## config.mk

```make
export PLATFORM = sky130hd
export DESIGN_NAME = spi_irq_mask_rx_channel
export DESIGN_NICKNAME = d
export VERILOG_FILES = /design/src/logic/spi_irq_pkg.sv /design/src/logic/rx_channel.sv /design/src/logic/spi_irq_mask_rx_channel.sv
export VERILOG_INCLUDE_DIRS = /design/src /design/src/logic
export SDC_FILE = /design/constraint.sdc
export NUM_CORES = 1
export LEC_CHECK = 0
export ABC_CLOCK_PERIOD_IN_PS = 8000
export BUFFER_PORTS_ARGS = -buffer_cell sky130_fd_sc_hd__buf_2
export CORE_MARGIN = 5
export CORE_UTILIZATION = 59
export DETAILED_ROUTE_END_ITERATION = 16
export PLACE_DENSITY = 0.85
export RECOVER_POWER = 100
export SLEW_MARGIN = 20
export SYNTH_ARGS = -nofsm -noshare
export SYNTH_HDL_FRONTEND = slang
export SYNTH_SLANG_ARGS = --single-unit
```

## constraint.sdc

```tcl
create_clock -name clock -period 8 [get_ports clock]
set_clock_uncertainty 0.1 [all_clocks]
set_input_delay 1.2 -clock clock [delete_from_list [all_inputs] [get_ports clock]]
set_output_delay 1.2 -clock clock [all_outputs]
set_load 0.1 [all_outputs]
```

## src/logic/spi_irq_regs.svh

```systemverilog
`ifndef SPI_IRQ_REGS_SVH
`define SPI_IRQ_REGS_SVH

// ----------------------------------------
// Register byte offsets
// ----------------------------------------
`define OFF_RX_DATA 8'h08
`define OFF_IEN_SET 8'h14
`define OFF_IEN_CLR 8'h18
`define OFF_MASK_VIEW 8'h1c
`define OFF_RX_PTR 8'h20
`define OFF_RX_CNT 8'h24
`define OFF_EVENT 8'h40
`define OFF_FLAGS 8'h44

// ----------------------------------------
// Source bit positions
// ----------------------------------------
`define BIT_RX_FULL 0
`define BIT_TX_EMPTY 1
`define BIT_MODE_FAULT 2
`define BIT_OVERRUN 3
`define BIT_RX_DONE 4
`define BIT_TX_DONE 5
`define SOURCE_COUNT 6

// ----------------------------------------
// Reset values and steps
// ----------------------------------------
`define RST_MASK 6'h00
`define RST_EVENT 6'h00
`define RST_RX_PTR 32'h0000_0000
`define RST_RX_CNT 16'h0000
`define WORD_STEP 32'h0000_0004

`endif

```

## src/logic/spi_irq_pkg.sv

```systemverilog
package spi_irq_pkg;

  typedef enum logic [0:0] {
    chan_idle = 1'b0,
    chan_write = 1'b1
  } chan_state_type;

  typedef struct packed {
    logic [31:0] addr;
    logic [15:0] data;
  } mem_req_type;

  typedef struct packed {
    logic [7:0] addr;
    logic [31:0] wdata;
    logic wr;
    logic rd;
  } bus_req_type;

endpackage

```

## src/logic/rx_channel.sv

```systemverilog
`timescale 1ns/100ps
`include "spi_irq_regs.svh"

module rx_channel (
  input wire logic clock,
  input wire logic rst,
  input wire logic load_ptr,
  input wire logic load_cnt,
  input wire logic [31:0] wdata,
  input wire logic rx_full,
  input wire logic [15:0] rx_word,
  input wire logic mem_ready,
  output spi_irq_pkg::mem_req_type mem_req,
  output logic mem_valid,
  output logic [31:0] rx_ptr,
  output logic [15:0] rx_cnt,
  output logic consume
);
  import spi_irq_pkg::*;

  chan_state_type state;
  logic start;

  // ----------------------------------------
  // Transfer start and finish
  // ----------------------------------------
  assign start = (state == chan_idle) && (rx_cnt != 16'h0000) && rx_full; // RULE_08 RULE_09
  assign consume = (state == chan_write) && mem_ready;

  always_ff @(posedge clock or posedge rst) begin
    if (rst) begin
      state <= chan_idle;
    end else begin
      unique case (state)
        chan_idle: begin
          if (start) begin
            state <= chan_write;
          end
        end
        chan_write: begin
          if (mem_ready) begin
            state <= chan_idle;
          end
        end
      endcase
    end
  end

  // Request held stable until the memory side takes it
  always_ff @(posedge clock or posedge rst) begin
    if (rst) begin
      mem_valid <= 1'b0;
      mem_req <= '0;
    end else if (start) begin
      mem_valid <= 1'b1;
      mem_req.addr <= rx_ptr; // RULE_10
      mem_req.data <= rx_word;
    end else if (consume) begin
      mem_valid <= 1'b0;
    end
  end

  // ----------------------------------------
  // Pointer and counter
  // ----------------------------------------
  // A software load wins over an advance in the same cycle
  always_ff @(posedge clock or posedge rst) begin
    if (rst) begin
      rx_ptr <= `RST_RX_PTR; // RULE_06
    end else if (load_ptr) begin
      rx_ptr <= wdata; // RULE_06
    end else if (consume) begin
      rx_ptr <= rx_ptr + `WORD_STEP; // RULE_10
    end
  end

  always_ff @(posedge clock or posedge rst) begin
    if (rst) begin
      rx_cnt <= `RST_RX_CNT; // RULE_07
    end else if (load_cnt) begin
      rx_cnt <= wdata[15:0]; // RULE_07
    end else if (consume && rx_cnt != 16'h0000) begin
      // A count zeroed under a pending write must not wrap
      rx_cnt <= rx_cnt - 16'h0001; // RULE_08 RULE_10
    end
  end

endmodule // rx_channel

```

## src/logic/spi_irq_mask_rx_channel.sv

```systemverilog
`timescale 1ns/100ps
`include "spi_irq_regs.svh"

// Functional notes
// RULE_01 - Writing one to a bit of the enable-set register enables that source, zeros change nothing.
// RULE_02 - Writing one to a bit of the enable-clear register disables that source, zeros change nothing.
// RULE_03 - The mask view reads one for each enabled source and zero for each disabled one.
// RULE_04 - Set, clear and mask share bit order rx full, tx empty, mode fault, overrun, rx done, tx done.
// RULE_05 - The interrupt request is high while any enabled source has its status bit set.
// RULE_06 - The receive pointer is a 32-bit read/write register reset to zero, loaded by software.
// RULE_07 - The receive counter is bits 15 to 0 of a read/write register reset to zero.
// RULE_08 - With the counter at zero the receive channel makes no transfers.
// RULE_09 - With a nonzero counter a transfer starts whenever the receive-full flag is set.
// RULE_10 - A transfer stores the word at the pointer, adds one word to the pointer, takes one from the count.
// RULE_11 - The receive-done flag follows the channel end-of-transfer level.
// RULE_12 - Receive-full sets when a word enters the receive data register and holds until it is read. The code also clears it when the channel takes the word.
module spi_irq_mask_rx_channel (
  input wire logic clock,
  input wire logic rst,
  input wire logic [7:0] bus_addr,
  input wire logic [31:0] bus_wdata,
  input wire logic bus_wr,
  input wire logic bus_rd,
  output logic [31:0] bus_rdata,
  input wire logic rx_word_valid,
  input wire logic [15:0] rx_word,
  input wire logic tx_empty_flag,
  input wire logic mode_fault_flag,
  input wire logic tx_channel_done_flag,
  input wire logic mem_ready,
  output spi_irq_pkg::mem_req_type mem_req,
  output logic mem_valid,
  output logic irq
);
  import spi_irq_pkg::*;

  // ----------------------------------------
  // Declarations
  // ----------------------------------------
  bus_req_type req;
  logic [5:0] mask;
  logic [5:0] event_bits;
  logic [5:0] flags;
  logic [15:0] rx_data;
  logic rx_full_flag;
  logic overrun_flag;
  logic rx_channel_done_flag;
  logic [31:0] rx_ptr;
  logic [15:0] rx_cnt;
  logic consume;
  logic sel_rx_data;
  logic sel_set;
  logic sel_clr;
  logic sel_mask;
  logic sel_ptr;
  logic sel_cnt;
  logic sel_event;
  logic sel_flags;
  logic rx_data_read;
  logic next_rx_full;
  logic next_overrun;
  logic [5:0] next_mask;
  logic [5:0] next_event;
  logic [31:0] next_rdata;

  // Strobes and bit vectors
  logic set_hit;
  logic clr_hit;
  logic event_clr_hit;
  logic ptr_load;
  logic cnt_load;
  logic [5:0] set_bits;
  logic [5:0] clr_bits;
  logic [5:0] event_clr_bits;
  logic rx_full_set;
  logic rx_full_clear;
  logic rx_done_now;
  logic [5:0] pending;
  logic next_irq;

  // Read views
  logic [31:0] view_rx_data;
  logic [31:0] view_mask;
  logic [31:0] view_ptr;
  logic [31:0] view_cnt;
  logic [31:0] view_event;
  logic [31:0] view_flags;

  assign req.addr = bus_addr;
  assign req.wdata = bus_wdata;
  assign req.wr = bus_wr;
  assign req.rd = bus_rd;

  // ----------------------------------------
  // Address decode
  // ----------------------------------------
  // Full byte address compare, so misaligned
  // offsets fall through as unmapped
  assign sel_rx_data = (req.addr == `OFF_RX_DATA);
  assign sel_set = (req.addr == `OFF_IEN_SET);
  assign sel_clr = (req.addr == `OFF_IEN_CLR);
  assign sel_mask = (req.addr == `OFF_MASK_VIEW);
  assign sel_ptr = (req.addr == `OFF_RX_PTR);
  assign sel_cnt = (req.addr == `OFF_RX_CNT);
  assign sel_event = (req.addr == `OFF_EVENT);
  assign sel_flags = (req.addr == `OFF_FLAGS);

  assign rx_data_read = req.rd && sel_rx_data;

  // ----------------------------------------
  // Write strobes
  // ----------------------------------------
  // Bits above the six sources are dropped here,
  // so stray ones never reach a register
  assign set_hit = req.wr && sel_set;
  assign clr_hit = req.wr && sel_clr;
  assign event_clr_hit = req.wr && sel_event;
  assign ptr_load = req.wr && sel_ptr;
  assign cnt_load = req.wr && sel_cnt;
  assign set_bits = set_hit ? req.wdata[5:0] : 6'h00; // RULE_01 RULE_04
  assign clr_bits = clr_hit ? req.wdata[5:0] : 6'h00; // RULE_02 RULE_04
  assign event_clr_bits = event_clr_hit ? req.wdata[5:0] : 6'h00;

  // ----------------------------------------
  // Receive data register
  // ----------------------------------------
  // Only the serializer loads it; an unread word
  // is simply overwritten and counted as overrun
  always_ff @(posedge clock or posedge rst) begin
    if (rst) begin
      rx_data <= 16'h0000;
    end else if (rx_word_valid) begin
      rx_data <= rx_word;
    end
  end

  // A new word in the same cycle as the read keeps
  // the flag set, so no word goes unnoticed
  assign rx_full_set = rx_word_valid; // RULE_12
  assign rx_full_clear = rx_data_read || consume; // RULE_12

  always_comb begin
    next_rx_full = rx_full_flag;
    if (rx_full_clear) begin
      next_rx_full = 1'b0; // RULE_12
    end
    if (rx_full_set) begin
      next_rx_full = 1'b1; // RULE_12
    end
  end

  always_ff @(posedge clock or posedge rst) begin
    if (rst) begin
      rx_full_flag <= 1'b0;
    end else begin
      rx_full_flag <= next_rx_full; // RULE_12
    end
  end

  // ----------------------------------------
  // Overrun detection
  // ----------------------------------------
  // Second load before the first was taken by
  // software or by the channel
  always_comb begin
    next_overrun = 1'b0;
    if (rx_word_valid && rx_full_flag && !rx_data_read && !consume) begin
      next_overrun = 1'b1;
    end
  end

  // Level held until the data register is read, so overrun
  // stays visible in the sticky event register; cleared by reading data
  always_ff @(posedge clock or posedge rst) begin
    if (rst) begin
      overrun_flag <= 1'b0;
    end else if (next_overrun) begin
      overrun_flag <= 1'b1;
    end else if (rx_data_read) begin
      overrun_flag <= 1'b0;
    end
  end

  // ----------------------------------------
  // Receive channel
  // ----------------------------------------
  rx_channel u_rx_channel (
    .clock(clock),
    .rst(rst),
    .load_ptr(ptr_load),
    .load_cnt(cnt_load),
    .wdata(req.wdata),
    .rx_full(rx_full_flag),
    .rx_word(rx_data),
    .mem_ready(mem_ready),
    .mem_req(mem_req),
    .mem_valid(mem_valid),
    .rx_ptr(rx_ptr),
    .rx_cnt(rx_cnt),
    .consume(consume)
  );

  // End of transfer is the count having run out;
  // the count is zero at reset, so the flag rises on the first edge after reset
  assign rx_done_now = (rx_cnt == 16'h0000); // RULE_11

  always_ff @(posedge clock or posedge rst) begin
    if (rst) begin
      rx_channel_done_flag <= 1'b0;
    end else begin
      rx_channel_done_flag <= rx_done_now; // RULE_11
    end
  end

  // ----------------------------------------
  // Source flags
  // ----------------------------------------
  generate
    for (genvar i = 0; i < `SOURCE_COUNT; i++) begin : g_flag
      if (i == `BIT_RX_FULL) begin : g_rf
        assign flags[i] = rx_full_flag; // RULE_04
      end else if (i == `BIT_TX_EMPTY) begin : g_te
        assign flags[i] = tx_empty_flag; // RULE_04
      end else if (i == `BIT_MODE_FAULT) begin : g_mf
        assign flags[i] = mode_fault_flag; // RULE_04
      end else if (i == `BIT_OVERRUN) begin : g_ov
        assign flags[i] = overrun_flag; // RULE_04
      end else if (i == `BIT_RX_DONE) begin : g_rd
        assign flags[i] = rx_channel_done_flag; // RULE_04
      end else begin : g_td
        assign flags[i] = tx_channel_done_flag; // RULE_04
      end
    end
  endgenerate

  // ----------------------------------------
  // Interrupt enable mask
  // ----------------------------------------
  // Set and clear in the same cycle cannot happen,
  // the bus carries one write at a time
  always_comb begin
    next_mask = mask;
    if (set_hit) begin
      next_mask = mask | set_bits; // RULE_01
    end
    if (clr_hit) begin
      next_mask = mask & ~clr_bits; // RULE_02
    end
  end

  always_ff @(posedge clock or posedge rst) begin
    if (rst) begin
      mask <= `RST_MASK;
    end else begin
      mask <= next_mask;
    end
  end

  // ----------------------------------------
  // Sticky event status
  // ----------------------------------------
  // Write one to clear; a source still active
  // re-sets its bit at once, set beats clear
  always_comb begin
    next_event = event_bits;
    if (event_clr_hit) begin
      next_event = event_bits & ~event_clr_bits;
    end
    next_event = next_event | flags;
  end

  always_ff @(posedge clock or posedge rst) begin
    if (rst) begin
      event_bits <= `RST_EVENT;
    end else begin
      event_bits <= next_event;
    end
  end

  // Built from next values, so the request rises
  // on the same edge as its status bit
  assign pending = next_event & next_mask; // RULE_05
  assign next_irq = |pending; // RULE_05

  always_ff @(posedge clock or posedge rst) begin
    if (rst) begin
      irq <= 1'b0;
    end else begin
      irq <= next_irq; // RULE_05
    end
  end

  // ----------------------------------------
  // Read data
  // ----------------------------------------
  // Zero above each register's width, so unused
  // bits can never leak stale state to software
  assign view_rx_data = {16'h0000, rx_data};
  assign view_mask = {26'h000_0000, mask}; // RULE_03 RULE_04
  assign view_ptr = rx_ptr; // RULE_06
  assign view_cnt = {16'h0000, rx_cnt}; // RULE_07
  assign view_event = {26'h000_0000, event_bits};
  assign view_flags = {26'h000_0000, flags};

  // ----------------------------------------
  // Read select
  // ----------------------------------------
  // Write-only and unmapped offsets read zero
  always_comb begin
    next_rdata = 32'h0000_0000;
    if (req.rd) begin
      unique case (1'b1)
        sel_rx_data: begin
          next_rdata = view_rx_data;
        end
        sel_mask: begin
          next_rdata = view_mask; // RULE_03
        end
        sel_ptr: begin
          next_rdata = view_ptr; // RULE_06
        end
        sel_cnt: begin
          next_rdata = view_cnt; // RULE_07
        end
        sel_event: begin
          next_rdata = view_event;
        end
        sel_flags: begin
          next_rdata = view_flags;
        end
        default: begin
          next_rdata = 32'h0000_0000;
        end
      endcase
    end
  end

  // Data stands for the cycle after each read cycle, zero otherwise
  always_ff @(posedge clock or posedge rst) begin
    if (rst) begin
      bus_rdata <= 32'h0000_0000;
    end else begin
      bus_rdata <= next_rdata;
    end
  end

endmodule // spi_irq_mask_rx_channel

```

==> impl_metrics.csv <==
group,metric,value,unit
synthesis,ys_seq_elements,162,
synthesis,async_reset_ff_frac,1.00,
timing,min_period,4.93,ns
critical_path,ff2ff_setup_slack,3.07,ns
detailed_routing,viasPerCell,6.06,
run,cap_violations,5,
critical_path,r2r-end,"u_rx_channel.mem_req[30]$_DFFE_PP0P_",
placed_design,place.detailed.hpwl,12600,um
clock_tree,numCtsBuffers,17,
detailed_routing,vias,5621,
critical_path,path_class,"reg2reg",
synthesis,synth_ff_type,"dfrtp_1",
finish,fin_cells,928,
floorplanning,start_util,0.602,
timing,rsz0062_at_grt,"no",
synthesis,syn_area_per_cell,11.3,sq um
critical_path,crit-reg2reg-launch,"u_rx_channel.rx_cnt[2]$_DFFE_PP0P_",
synthesis,yosys_warnings,0,
clock_tree,ctsHoldBuffers,0,
detailed_routing,wl_per_cell,19.6,um
power_and_ir_drop,p_leak,3.68,nW
grt,grt_pass1_wl,29800,um
floorplanning,boundaryPins,147,
finish,final_cell_mix,"dfrtp_1, clkbuf_1, mux2_2",
clock_tree,cts_setup_buffers,0,
critical_path,reg2reg_depth,5,
clock_tree,htreeDepth,4,
finish,nets,835,
finish,drive_gt1_frac,0.209,
grt,antenna_found_initial,0,
synthesis,synthesis.instances,639,
detailed_routing,ant_nets,0,
timing,setup_tns,0,ns
detailed_routing,drtPass1Iterations,6,
timing,fmax,203,MHz
clock_tree,insertion_delay,0.43,ns
grt,grt_pass1_vias,5712,
clock_tree,cts_root_buffer,"clkbuf_16",
timing,worst_slew_pin_slew,2.94,ns
synthesis,synth_nets,707,
synthesis,synth_edf_count,0,
clock_tree,cts_tree,"built",
grt,grt_max_degree,95,
hold_path,holdPathEnd,"u_rx_channel.mem_req[37]$_DFFE_PP0P_",
clock_tree,ctsResizeCount,0,
floorplanning,num_rows,40,
hold_path,hold_depth,2,
clock_tree,clock-sinks,162,
placed_design,dp.cells,895,
critical_path,worstPathMaxFanout,55,
finish,postLayoutCoreUtil,0.700,
detailed_routing,drc_errors,0,
critical_path,crit_arrival,5.13,ns
floorplanning,core_region_area,12000,sq um
placed_design,place.gp.congestion,0.867,
floorplanning,die_w,121,um
grt,gr-total-overflow,0,
detailed_routing,totalWireLength,18200,um
synthesis,synthesis.area,7230,sq um
synthesis,ys_seq_area_frac,0.561,
critical_path,end_kind,"flip-flop",
hold_path,min-delay-start,"u_rx_channel.mem_req[37]$_DFFE_PP0P_",
finish,layout_commonest_cell,"dfrtp_1",
timing,fin_ws,3.07,ns
detailed_routing,drt_iter0_drc,600,
floorplanning,die_h,121,um
timing,drv_slew,316,
critical_path,start_kind,"flip-flop",
synthesis,ys_types,47,
status,status,"finished, violations left",
clock_tree,clkTransAtPathRegs,0.06,ns
status,violations,"capacitance limit, slew limit",
timing,max-slew-margin-rel,-0.970,
timing,finalCritPeriodShare,0.616,
power_and_ir_drop,powerDensity,379,nW/um^2
hold_path,hold_path.class,"reg2reg",
placed_design,io_buffers,146,
placed_design,pre_cts_slack,3.78,ns
floorplanning,die_area,14600,sq um
grt,grtUsageTotal,0.262,
timing,hold_viol,0,
power_and_ir_drop,ir_worst_vdd,0.000253,V
clock_tree,clk_path_buf_depth,2,
timing,setup_violations,0,
critical_path,crit_required,8.21,ns
finish,synthToLayoutAreaGrowth,16.3,%
## cell usage after synthesis (all sizes together) (11+ instances only)
master | n | share of area
a21oi | 61 | 0.042
a22oi | 19 | 0.020
and3 | 18 | 0.016
clkbuf | 33 | 0.017
dfrtp | 162 | 0.56
inv | 12 | 0.0062
mux2 | 64 | 0.10
nand2 | 35 | 0.018
nand4 | 13 | 0.011
nor2 | 52 | 0.027
nor3 | 11 | 0.0076
nor4 | 15 | 0.013
o21ai | 15 | 0.010
xnor2 | 23 | 0.028
xor2 | 20 | 0.024
## through the flow
step	cell area, sq um	hold slack, ns	power, mW
final	8400	0.394	3.19
after global routing	8400	0.419	3.32
after CTS	8540	0.390	3.22
after detailed placement	7990	0.377	2.47
after global placement	7990	0.359	2.43
after floorplan	7230	0.348	2.23
## critical path, stage by stage (launching register included)
cell	delay (ns)
dfrtp_1	0.44
or4_1	0.61
or4_1	0.76
o211ai_4	0.28
clkbuf_1	2.11
mux2_2	0.49
## how the worst max path moves through the flow
stage,startpoint,to,depth (start not counted)
3_3_place_gp,bus_addr[4],u_rx_channel.rx_cnt[10]$_DFFE_PP0P_,5
5_1_grt,rst,u_rx_channel.rx_ptr[20]$_DFFE_PP0P_,3
2_1_floorplan,rst,bus_rdata[0]$_DFF_PP0_,1
3_5_place_dp,bus_addr[4],u_rx_channel.rx_cnt[10]$_DFFE_PP0P_,5
6_report,u_rx_channel.rx_cnt[2]$_DFFE_PP0P_,u_rx_channel.mem_req[30]$_DFFE_PP0P_,5
4_1_cts,bus_addr[4],u_rx_channel.rx_cnt[10]$_DFFE_PP0P_,5
## where the power goes
part           switching (mW)  leakage, nW  internal [mW]  total [mW]
combinational           0.997         1.32          0.278        1.27
clock                   0.319        0.267          0.435       0.754
sequential              0.163         2.09          0.998        1.16
## flip-flops by register name (all words and copies together), names as in the netlist, 6 cells and up
register / cells
bus_rdata: 32
rx_data: 16
u_rx_channel.rx_cnt: 16
event_bits: 6
u_rx_channel.mem_req: 48
mask: 6
u_rx_channel.rx_ptr: 32
## layout make-up
type / count / area [sq um]
fillers: 915 / 3610
flip-flops and latches: 162 / 4050
multi-input cells: 424 / 2920
repair buffers: 150 / 643
well taps: 147 / 184
inverters: 12 / 46.3
diodes: 1 / 2.50
clock inverters: 9 / 55.1
clock buffers: 23 / 498
## routing by layer
metal,GRT usage,vias to the layer above,routed length [um]
li1,-,2562,-
met1,0.351,2779,7790
met2,0.424,252,8750
met3,0.0631,28,1310
met4,0.0878,0,364
met5,0,-,0
## logic make-up after synthesis
logic type                 share of synthesized area
xor gates and xnor gates                      0.0521
AOI/OAI and AO/OA                              0.112
muxes                                          0.101
buffers and inverters                         0.0329
adders and majority gates                    0.00519
and+or+nand+nor                                0.136
DFF                                            0.561
Note: power is estimated with default switching activity, not from simulation.
